$ cat src/rtl/ldac_pkg.sv
`default_nettype none
package ldac_pkg;
    // ------------------------------------------------------------
    // Field layout of the two control words
    // ------------------------------------------------------------
    localparam int          LDAC_CODE_W       = 5;      // Level code width
    localparam int          LDAC_LEVELS       = 32;     // Selectable taps
    localparam int          LDAC_CTL0_EN_BIT  = 7;      // Ladder enable
    localparam int          LDAC_CTL0_OE_BIT  = 5;      // Pin drive enable
    localparam int          LDAC_CTL0_PSS_LSB = 2;      // Positive select low bit
    localparam int          LDAC_CTL0_NSS_BIT = 0;      // Negative select
    localparam logic [7:0]  LDAC_CTL0_WMASK   = 8'had;  // Writable bits of control 0
    localparam logic [7:0]  LDAC_CTL1_WMASK   = 8'h1f;  // Writable bits of control 1
    localparam logic [7:0]  LDAC_CTL0_RST     = 8'h00;  // Reset value of control 0
    localparam logic [7:0]  LDAC_CTL1_RST     = 8'h00;  // Reset value of control 1

    // ------------------------------------------------------------
    // Source selections
    // ------------------------------------------------------------
    typedef enum logic [1:0] {
        LDAC_PSS_SUPPLY = 2'h0,     // Supply rail
        LDAC_PSS_EXTREF = 2'h1,     // External positive reference pin
        LDAC_PSS_FIXED  = 2'h2,     // Fixed reference
        LDAC_PSS_RSVD   = 2'h3      // Reserved
    } ldac_pss_t;

    typedef enum logic {
        LDAC_NSS_GROUND = 1'b0,     // Ground
        LDAC_NSS_EXTREF = 1'b1      // External negative reference pin
    } ldac_nss_t;

    // Enable and pin-drive state machine, Gray coded along the usual path
    typedef enum logic [1:0] {
        LDAC_ST_OFF   = 2'h0,       // Ladder off
        LDAC_ST_ON    = 2'h1,       // Ladder on, internal only
        LDAC_ST_DRIVE = 2'h3,       // Ladder on and driving the pin
        LDAC_ST_PARK  = 2'h2        // Pin connected, ladder off
    } ldac_state_t;
endpackage : ldac_pkg
`default_nettype wire

$ cat src/rtl/ldac_tap_decode.sv
`timescale 1ns/1ps
`default_nettype none
// ----------------------------------------------------------------
// One-hot tap select from the level code
// ----------------------------------------------------------------
module ldac_tap_decode (
    input  wire logic                                    enable,
    input  wire logic [ldac_pkg::LDAC_CODE_W-1:0]        code,
    output logic      [ldac_pkg::LDAC_LEVELS-1:0]        tap_sel
);
    // Tap k connects ladder node k: neg ref + span * k / 32; tap 0 is neg ref
    always_comb begin
        tap_sel = '0;
        if (enable) begin
            tap_sel[code] = 1'b1;
        end
    end
endmodule : ldac_tap_decode
`default_nettype wire

$ cat src/rtl/ldac_ctrl.sv
`timescale 1ns/1ps
`default_nettype none
module ldac_ctrl (
    input  wire logic        clk_sys,        // System clock
    input  wire logic        rst,            // Device reset, sync
    input  wire logic        ce,             // Clock enable
    input  wire logic        sleep_mode,     // Device is in sleep
    input  wire logic        wake_event,     // Wake by interrupt or watchdog
    input  wire logic        ctl0_wr,        // Write strobe, control 0
    input  wire logic        ctl1_wr,        // Write strobe, control 1
    input  wire logic [7:0]  wr_data,        // Write data
    output logic      [7:0]  ctl0_rd,        // Control 0 readback
    output logic      [7:0]  ctl1_rd,        // Control 1 readback
    input  wire logic        pin_in_raw,     // Pin level, asynchronous
    input  wire logic        pin_dig_out,    // Port digital output
    input  wire logic        pin_dig_oe,     // Port output enable
    input  wire logic        pin_pullup_req, // Port weak pull-up request
    input  wire logic        pin_ccd_req,    // Port constant-current request
    output logic             pin_out,        // Digital pin output
    output logic             pin_oe,         // Digital buffer enable
    output logic             pin_in_en,      // Input detector enable
    output logic             pin_pullup_en,  // Weak pull-up enable
    output logic             pin_ccd_en,     // Constant-current enable
    output logic             pin_rd,         // Digital pin read value
    output logic             ladder_enable,  // Ladder powered
    output logic             pin_drive_enable, // Analog switch to pin
    output logic      [1:0]  positive_source_select, // Top of ladder
    output logic             negative_source_select, // Bottom of ladder
    output logic      [4:0]  level_code,     // Registered code
    output logic      [31:0] tap_sel         // One-hot tap switch
);
    // ------------------------------------------------------------
    // State
    // ------------------------------------------------------------
    typedef struct packed {
        logic                   en;      // Ladder enable
        logic                   oe;      // Pin drive enable
        ldac_pkg::ldac_pss_t    pss;     // Positive source
        ldac_pkg::ldac_nss_t    nss;     // Negative source
        logic [4:0]             code;    // Level code
        ldac_pkg::ldac_state_t  st;      // Mode state
        logic                   sy1;     // Pin sync stage 1
        logic                   sy2;     // Pin sync stage 2
        logic [7:0]             out_rd0; // Readback 0
        logic [7:0]             out_rd1; // Readback 1
        logic                   drv;     // Registered pin drive
    } ldac_reg_t;

    ldac_reg_t state_ff;        // Registered state
    ldac_reg_t nxt_state;       // Next state

    // ------------------------------------------------------------
    // Helpers
    // ------------------------------------------------------------
    // Pack control 0 from its fields; unimplemented bits read zero
    function automatic logic [7:0] ldac_pack0(input logic en, input logic oe,
                                              input logic [1:0] pss, input logic nss);
        logic [7:0] v;
        v = 8'h00;
        v[ldac_pkg::LDAC_CTL0_EN_BIT] = en;
        v[ldac_pkg::LDAC_CTL0_OE_BIT] = oe;
        v[ldac_pkg::LDAC_CTL0_PSS_LSB +: 2] = pss;
        v[ldac_pkg::LDAC_CTL0_NSS_BIT] = nss;
        return v & ldac_pkg::LDAC_CTL0_WMASK;
    endfunction : ldac_pack0

    // Mode derived from the two enables
    function automatic ldac_pkg::ldac_state_t ldac_mode(input logic en, input logic oe);
        case ({en, oe})
            2'b10:   return ldac_pkg::LDAC_ST_ON;
            2'b11:   return ldac_pkg::LDAC_ST_DRIVE;
            2'b01:   return ldac_pkg::LDAC_ST_PARK;
            default: return ldac_pkg::LDAC_ST_OFF;
        endcase
    endfunction : ldac_mode

    // ------------------------------------------------------------
    // Next state
    // ------------------------------------------------------------
    // Sleep and wake are deliberately not inputs to any update term:
    // the control words only change on writes or reset.
    always_comb begin
        nxt_state     = state_ff;
        nxt_state.sy1 = pin_in_raw;         // Pin first stage
        nxt_state.sy2 = state_ff.sy1;       // Pin second stage
        if (ctl0_wr) begin
            nxt_state.en  = wr_data[ldac_pkg::LDAC_CTL0_EN_BIT];
            nxt_state.oe  = wr_data[ldac_pkg::LDAC_CTL0_OE_BIT];
            // Reserved positive select is stored as written
            nxt_state.pss = ldac_pkg::ldac_pss_t'(
                wr_data[ldac_pkg::LDAC_CTL0_PSS_LSB +: 2]);
            nxt_state.nss = ldac_pkg::ldac_nss_t'(
                wr_data[ldac_pkg::LDAC_CTL0_NSS_BIT]);
        end
        if (ctl1_wr) begin
            nxt_state.code = wr_data[ldac_pkg::LDAC_CODE_W-1:0];
        end
        // Mode tracks enables
        case (state_ff.st)
            ldac_pkg::LDAC_ST_OFF,
            ldac_pkg::LDAC_ST_ON,
            ldac_pkg::LDAC_ST_DRIVE,
            ldac_pkg::LDAC_ST_PARK: begin
                nxt_state.st = ldac_mode(nxt_state.en, nxt_state.oe);
            end
            default: begin
                nxt_state.st = ldac_pkg::LDAC_ST_OFF;
            end
        endcase
        nxt_state.drv     = nxt_state.oe;
        nxt_state.out_rd0 = ldac_pack0(nxt_state.en, nxt_state.oe,
                                       nxt_state.pss, nxt_state.nss);
        nxt_state.out_rd1 = {3'h0, nxt_state.code} & ldac_pkg::LDAC_CTL1_WMASK;
    end

    // ------------------------------------------------------------
    // Register
    // ------------------------------------------------------------
    // Reset returns every control field to zero; sleep never does
    always_ff @(posedge clk_sys) begin
        if (rst) begin
            state_ff <= '0;
        end else if (ce) begin
            state_ff <= nxt_state;
        end
    end

    // ------------------------------------------------------------
    // Outputs
    // ------------------------------------------------------------
    assign ctl0_rd                = state_ff.out_rd0;
    assign ctl1_rd                = state_ff.out_rd1;
    assign ladder_enable          = state_ff.en;
    assign pin_drive_enable       = state_ff.drv;
    assign positive_source_select = state_ff.pss;
    assign negative_source_select = state_ff.nss;
    assign level_code             = state_ff.code;

    // Digital functions of the pin are overridden while it carries the level
    assign pin_out       = state_ff.drv ? 1'b0 : pin_dig_out;
    assign pin_oe        = state_ff.drv ? 1'b0 : pin_dig_oe;
    assign pin_in_en     = ~state_ff.drv;
    assign pin_pullup_en = state_ff.drv ? 1'b0 : pin_pullup_req;
    assign pin_ccd_en    = state_ff.drv ? 1'b0 : pin_ccd_req;
    // Only the second sync stage feeds the read path
    assign pin_rd        = state_ff.drv ? 1'b0 : state_ff.sy2;

    // Ladder powered in the two modes that have the enable set
    logic taps_live;                // Tap switches may close
    assign taps_live = (state_ff.st == ldac_pkg::LDAC_ST_ON) ||
                       (state_ff.st == ldac_pkg::LDAC_ST_DRIVE);

    // Tap switches; ladder off opens every switch
    ldac_tap_decode i_ldac_tap_decode (
        .enable  (taps_live),
        .code    (state_ff.code),
        .tap_sel (tap_sel)
    );

    // ------------------------------------------------------------
    // Checks
    // ------------------------------------------------------------
    a_en_follows: assert property (@(posedge clk_sys) disable iff (rst)
        (ce && ctl0_wr) |=> (ladder_enable == $past(wr_data[ldac_pkg::LDAC_CTL0_EN_BIT])))
        else $error("ladder enable did not follow write");
    a_tap_onehot: assert property (@(posedge clk_sys) disable iff (rst)
        ladder_enable |-> $onehot(tap_sel))
        else $error("tap select not one-hot while enabled");
    a_tap_pos: assert property (@(posedge clk_sys) disable iff (rst)
        ladder_enable |-> tap_sel[level_code])
        else $error("tap position mismatches code");
    a_tap_off: assert property (@(posedge clk_sys) disable iff (rst)
        !ladder_enable |-> (tap_sel == 32'h0))
        else $error("taps closed while disabled");
    a_oe_follows: assert property (@(posedge clk_sys) disable iff (rst)
        (ce && ctl0_wr) |=> (pin_drive_enable == $past(wr_data[ldac_pkg::LDAC_CTL0_OE_BIT])))
        else $error("pin drive did not follow write");
    a_pin_override: assert property (@(posedge clk_sys) disable iff (rst)
        pin_drive_enable |-> !(pin_oe || pin_in_en || pin_pullup_en || pin_ccd_en))
        else $error("digital pin function active during drive");
    a_pin_read_zero: assert property (@(posedge clk_sys) disable iff (rst)
        pin_drive_enable |-> (pin_rd == 1'b0))
        else $error("pin read not zero during drive");
    a_sleep_hold: assert property (@(posedge clk_sys) disable iff (rst)
        (sleep_mode && !ctl0_wr && !ctl1_wr) |=> ($stable(ctl0_rd) && $stable(ctl1_rd)))
        else $error("control changed in sleep");
    a_wake_hold: assert property (@(posedge clk_sys) disable iff (rst)
        (wake_event && !ctl0_wr) |=> $stable(ctl0_rd))
        else $error("control 0 changed on wake");
    a_reset_clear: assert property (@(posedge clk_sys)
        rst |=> (!ladder_enable && !pin_drive_enable && level_code == 5'h00))
        else $error("reset did not clear controls");
    a_pss_follows: assert property (@(posedge clk_sys) disable iff (rst)
        (ce && ctl0_wr) |=>
        (positive_source_select == $past(wr_data[ldac_pkg::LDAC_CTL0_PSS_LSB +: 2])))
        else $error("positive select mismatch");
    a_nss_follows: assert property (@(posedge clk_sys) disable iff (rst)
        (ce && ctl0_wr) |=> (negative_source_select == $past(wr_data[ldac_pkg::LDAC_CTL0_NSS_BIT])))
        else $error("negative select mismatch");

    // Level code write, separate from control 0 so both strobes may coincide
    a_code_follows: assert property (@(posedge clk_sys) disable iff (rst)
        (ce && ctl1_wr) |=> (level_code == $past(wr_data[ldac_pkg::LDAC_CODE_W-1:0])))
        else $error("level code did not follow write");
    // Unimplemented bits must read zero, or software masks would break
    a_rd0_unused: assert property (@(posedge clk_sys) disable iff (rst)
        (ctl0_rd & ~ldac_pkg::LDAC_CTL0_WMASK) == 8'h00)
        else $error("control 0 unused bits not zero");
    a_rd1_unused: assert property (@(posedge clk_sys) disable iff (rst)
        (ctl1_rd & ~ldac_pkg::LDAC_CTL1_WMASK) == 8'h00)
        else $error("control 1 unused bits not zero");
    // Port requests must reach the pin untouched when the level is not on it
    a_pin_pass: assert property (@(posedge clk_sys) disable iff (rst)
        !pin_drive_enable |-> (pin_oe == pin_dig_oe && pin_out == pin_dig_out && pin_in_en))
        else $error("digital pin function blocked without drive");
    // Clock enable low freezes the control words unless reset is high, which still clears them
    a_ce_freeze: assert property (@(posedge clk_sys) disable iff (rst)
        !ce |=> ($stable(ctl0_rd) && $stable(ctl1_rd)))
        else $error("control changed with clock enable low");
endmodule : ldac_ctrl
`default_nettype wire

$ cat config.mk
export PLATFORM = sky130hd
export DESIGN_NAME = ldac_ctrl
export DESIGN_NICKNAME = d
export VERILOG_FILES = /design/src/rtl/ldac_pkg.sv /design/src/rtl/ldac_tap_decode.sv /design/src/rtl/ldac_ctrl.sv
export SDC_FILE = /design/constraint.sdc
export NUM_CORES = 1
export LEC_CHECK = 0
export ABC_AREA = 1
export BUFFER_PORTS_ARGS = -buffer_cell sky130_fd_sc_hd__buf_2
export CAP_MARGIN = 20
export CORE_MARGIN = 2
export CORE_UTILIZATION = 36
export CTS_CLUSTER_DIAMETER = 80
export CTS_CLUSTER_SIZE = 16
export DETAILED_ROUTE_END_ITERATION = 8
export GPL_TIMING_DRIVEN = 0
export PLACE_DENSITY = 0.8
export SLEW_MARGIN = 20
export SYNTH_ARGS = -nofsm -noshare
export SYNTH_HDL_FRONTEND = slang
export SYNTH_SLANG_ARGS = --single-unit
export TNS_END_PERCENT = 20
$ cat constraint.sdc
create_clock -name clk_sys -period 0.9 [get_ports clk_sys]
set_input_delay 0.045 -clock clk_sys [delete_from_list [all_inputs] [get_ports clk_sys]]
set_output_delay 0.045 -clock clk_sys [all_outputs]
set_load 0.01 [all_outputs]
# Yosys cells after proc, flatten, opt, wreduce, memory -nomap -nowiden
# Cells that the tools add are included.
dict set report word_totals {
  elab_cells 35
  in_bits 20
  ff_bits 19
  output_inout_bits 64
}
dict set report op_classes {
  reduce_logical 5
  order_cmp 2
  eq_ne 6
  n_bitwise 1
  mux 12
}
# op n
set ops {}
lappend ops {{32-bit two-way mux} 1}
lappend ops {{5-bit two-way mux} 2}
lappend ops {{2-bit == test, second input constant} 4}
lappend ops {{5-bit by 6-bit less-than comparator with 1-bit output, second input constant} 1}
lappend ops {{1-bit two-way mux} 6}
lappend ops {{2-bit case mux with 3 select lines} 1}
lappend ops {{1-bit demux with 5-bit select} 1}
lappend ops {{5-bit by 1-bit >= comparator with 1-bit output, second input constant} 1}
lappend ops {{2-bit by 1-bit == test with 1-bit output, second input constant} 2}
lappend ops {{4-bit OR reduction} 1}
lappend ops {{2-bit zero test} 1}
lappend ops {{2-bit two-way mux} 1}
lappend ops {{2-bit AND reduction} 1}
lappend ops {{1-bit logical AND} 1}
lappend ops {{1-bit logical OR} 1}
lappend ops {{1-bit NOT} 1}

# Longest topological paths before layout
dict set report logic_depth {
  depth_word 5
  mapped_depth 4
  depth_no_buf 4
}

# By module
# A second synthesis with hierarchy kept.
dict set report hier_totals {
  cells_unflattened 158
  hier_area_um2 904.6
}
# mod area_per_inst_um2 cells_each n_inst seq_area_each_um2
set by_module_without_submodules {}
lappend by_module_without_submodules {ldac_ctrl 704.4 108 1 240.2}
lappend by_module_without_submodules {ldac_tap_decode 200.2 50 1 0.0}

# Least setup slack after synthesis
# Ideal clock, no wire load.
dict set report synth_timing {
  path_kind {register to output}
  startpoint {register (tool-made name)}
  endpoint {output port tap_sel[10]}
  required_ns 0.855
  n_path_buf 0
  setup_slack_ns -0.044
  stages_incl_launch_ff 3
  arrival_ns 0.899
  cell_sequence {dfxtp_1 > nand3_1 > nor2_1}
}
# item line
set synth_rtl {}
lappend synth_rtl {{to (decl)} ldac_ctrl.sv:30} ;# output logic [31:0] tap_sel

==> results.toml <==
[setup_path]
startpoint_type = "flip-flop"
worstPathRequired_ns = 0.85
crit_chain = "inv_6 -> nand3_2 -> nor2_1 -> buf_2"
path_buf_inv = 2
r2r_cells = 5
critical-path-slowest-cell = "dfxtp_4"
cp.arrival_ns = 1.19
max_stage_delay_ns = 0.41
crit_cells = 4
path_class = "flip-flop to primary output"
critPathCaptureType = "primary output"
cp_top_family = "flip-flops"
crit_path_max_fanout = 6

[logic_synthesis]
yosysTopAreaCellShare = 0.275
synth_edf_count = 0
yosysSeqAreaShare = 0.275
ys_warn_count = 0
syn_inst = 151
yosysTopAreaCell = "dfxtp_1"
synth_most_common_cell = "nor2_1"
async_reset_ff_frac = 0
synth_top_flop_cell = "dfxtp_1"
syn_area_per_cell_um2 = 5.79
synth.ff_latch_count = 12
synthTopCellsByArea = "dfxtp_1, nor2_1, buf_4, nand2_1, inv_1"
netlist_top_cells_count = "nor2_1, buf_4, nand2_1"
syn-cell-area_um2 = 875
ys_types = 9

[die]
dieArea_mm2 = 0.00284
io_pins = 84
start_util = 0.388
rows = 17
chipHeight_um = 53.3
core_area_mm2 = 0.00225
dieWidth_um = 53.3

[flow_run]
maxCapViolCount = 0

[power_and_ir_drop]
vdd_ir_drop_max_v = 0.00105
p_leak_nw = 0.944
comb_power_share = 0.330
p_sw_frac = 0.329
p_seq_frac = 0.400
pwr-share-clk = 0.269
internal_power_w = 0.00108
p_per_area_mw_per_mm2 = 992
switching_power_w = 0.000527

[detailed_routing]
dr.first_iter.drc_count = 14
dr_total_vias = 1176
drt-wirelength-per-cell_um = 10.1
drc = 0
postRouteAntennaNets = 0
post_drt_via_cell_ratio = 4.32
firstDrtPassIters = 4
wirelength_um = 2740

[hold_path]
hp-class = "input port to flip-flop"
hold_depth = 3

[finish]
drive_gt1_frac = 0.607
area_delta_synth_final_pct = 84.8
finalNetCount = 265
diodes = 0

[clock_network]
numCtsBuffers = 3
h-tree-depth = 1
cts_sinks = 12
worstSkewPairLatency_ns = 0.26
clkTransAtPathRegs_ns = 0.08
cts.root.buffer_cell = "clkbuf_4"
clockBufferDepth = 2
cts_tree = "done"

[timing]
finalSetupViolations = 47
drv_slew = 0
final.setup.tns_ns = -10.28
max_freq_mhz = 808
setup_slack_ns = -0.337
rsz0062_at_grt = "true"
skew_ns = 0.00279
hold_viol = 1
fin_crit_ns = 1.24
min_period_over_period = 1.37
hold_slack_ns = -0.00238

[global_route]
grt_pass1_vias = 906
grt.total_usage = 0.181
antenna_found_initial = 0
grt_max_degree = 11
overflow = 0
grt_pass1_wl_um = 3930

[place]
io_buffers = 74
dp_hpwl_um = 1830
gp_congestion = 0.735

[status]
status = "finished with violations"
violations = "negative hold slack, negative setup slack"
[what timing repair did]
item | CTS | global route
setup endpoints to repair | 52 | 56
gates resized for setup | 46 | 16
pin swaps | 10 | 11
buffers inserted | 8 | 1
hold buffers | 1 | 0
endpoints found under the hold margin | 1 | 0
[final cells by class]
class / instances / area, µm²
Tap cell: 28 / 35.0
Timing Repair Buffer: 84 / 459
Multi-Input combinational cell: 103 / 549
Buffer: 24 / 180
Inverter: 17 / 86.3
Sequential cell: 12 / 270
Fill cell: 186 / 638
Clock buffer: 4 / 36.3
[metrics by stage]
stage	power [W]	util	cell area, µm²	worst slack (ns)	instances
floorplan	0.000892	-	893	-0.0439	156
global placement	0.00104	0.576	1300	-0.168	258
detailed placement	0.00104	0.576	1300	-0.152	258
CTS	0.00156	0.690	1560	-0.233	271
global route	0.00168	0.717	1620	-0.355	272
finish	0.00160	0.717	1620	-0.337	272
[per-layer routing]
layer	global-route usage	up-vias	share of wire
met3	0.0424	4	0.085
met2	0.346	48	0.53
met5	0	-	0
met1	0.205	514	0.38
li1	-	610	-
met4	0.0214	0	0.0062
[power by group through the flow]
stage                     registers [W]  logic [W]  clock network, W
after floorplan                0.000618   0.000275                 0
after global placement         0.000621   0.000416                 0
after detailed placement       0.000621   0.000421                 0
after CTS                      0.000630   0.000503          0.000425
after global routing           0.000649   0.000581          0.000451
final                          0.000642   0.000530          0.000432
[cells in the final DEF, fill, tap and decap left out]
master         count
clkbuf_8           1
o21ai_0            2
nor2_1            53
buf_2             74
dfxtp_2            3
clkbuf_4           3
inv_4              2
buf_4             30
dlygate4sd3_1      1
inv_1             12
nor2_2             8
nand3_4            8
dfxtp_1            2
nand2_1           20
inv_8              1
nand3_2            4
buf_6              3
conb_1             6
nand2_2            2
dfxtp_4            7
inv_6              2
[final timing paths]
kind,slack [ns],endpoint,startpoint
setup / recovery,-0.34,tap_sel[8],ctl1_rd[2]
hold / removal,-0.002,flip-flop,wr_data[5]
setup reg to reg,0.03,ctl1_rd[4],ctl1_rd[4]
hold reg to reg,0.49,state_ff[17],nxt_state[17]
[logic make-up after synthesis]
family          Yosys count  synth area share
flops                    12             0.275
buf+inv                  41             0.279
simple gates             95             0.431
other cells               1           0.00429
compound gates            2            0.0114
[tightest hold or removal path: stages]
cell,delay (ns)
buf_2,0.07
nor2_1,0.03
nor2_1,0.08
(Power assumes the default switching activity.)
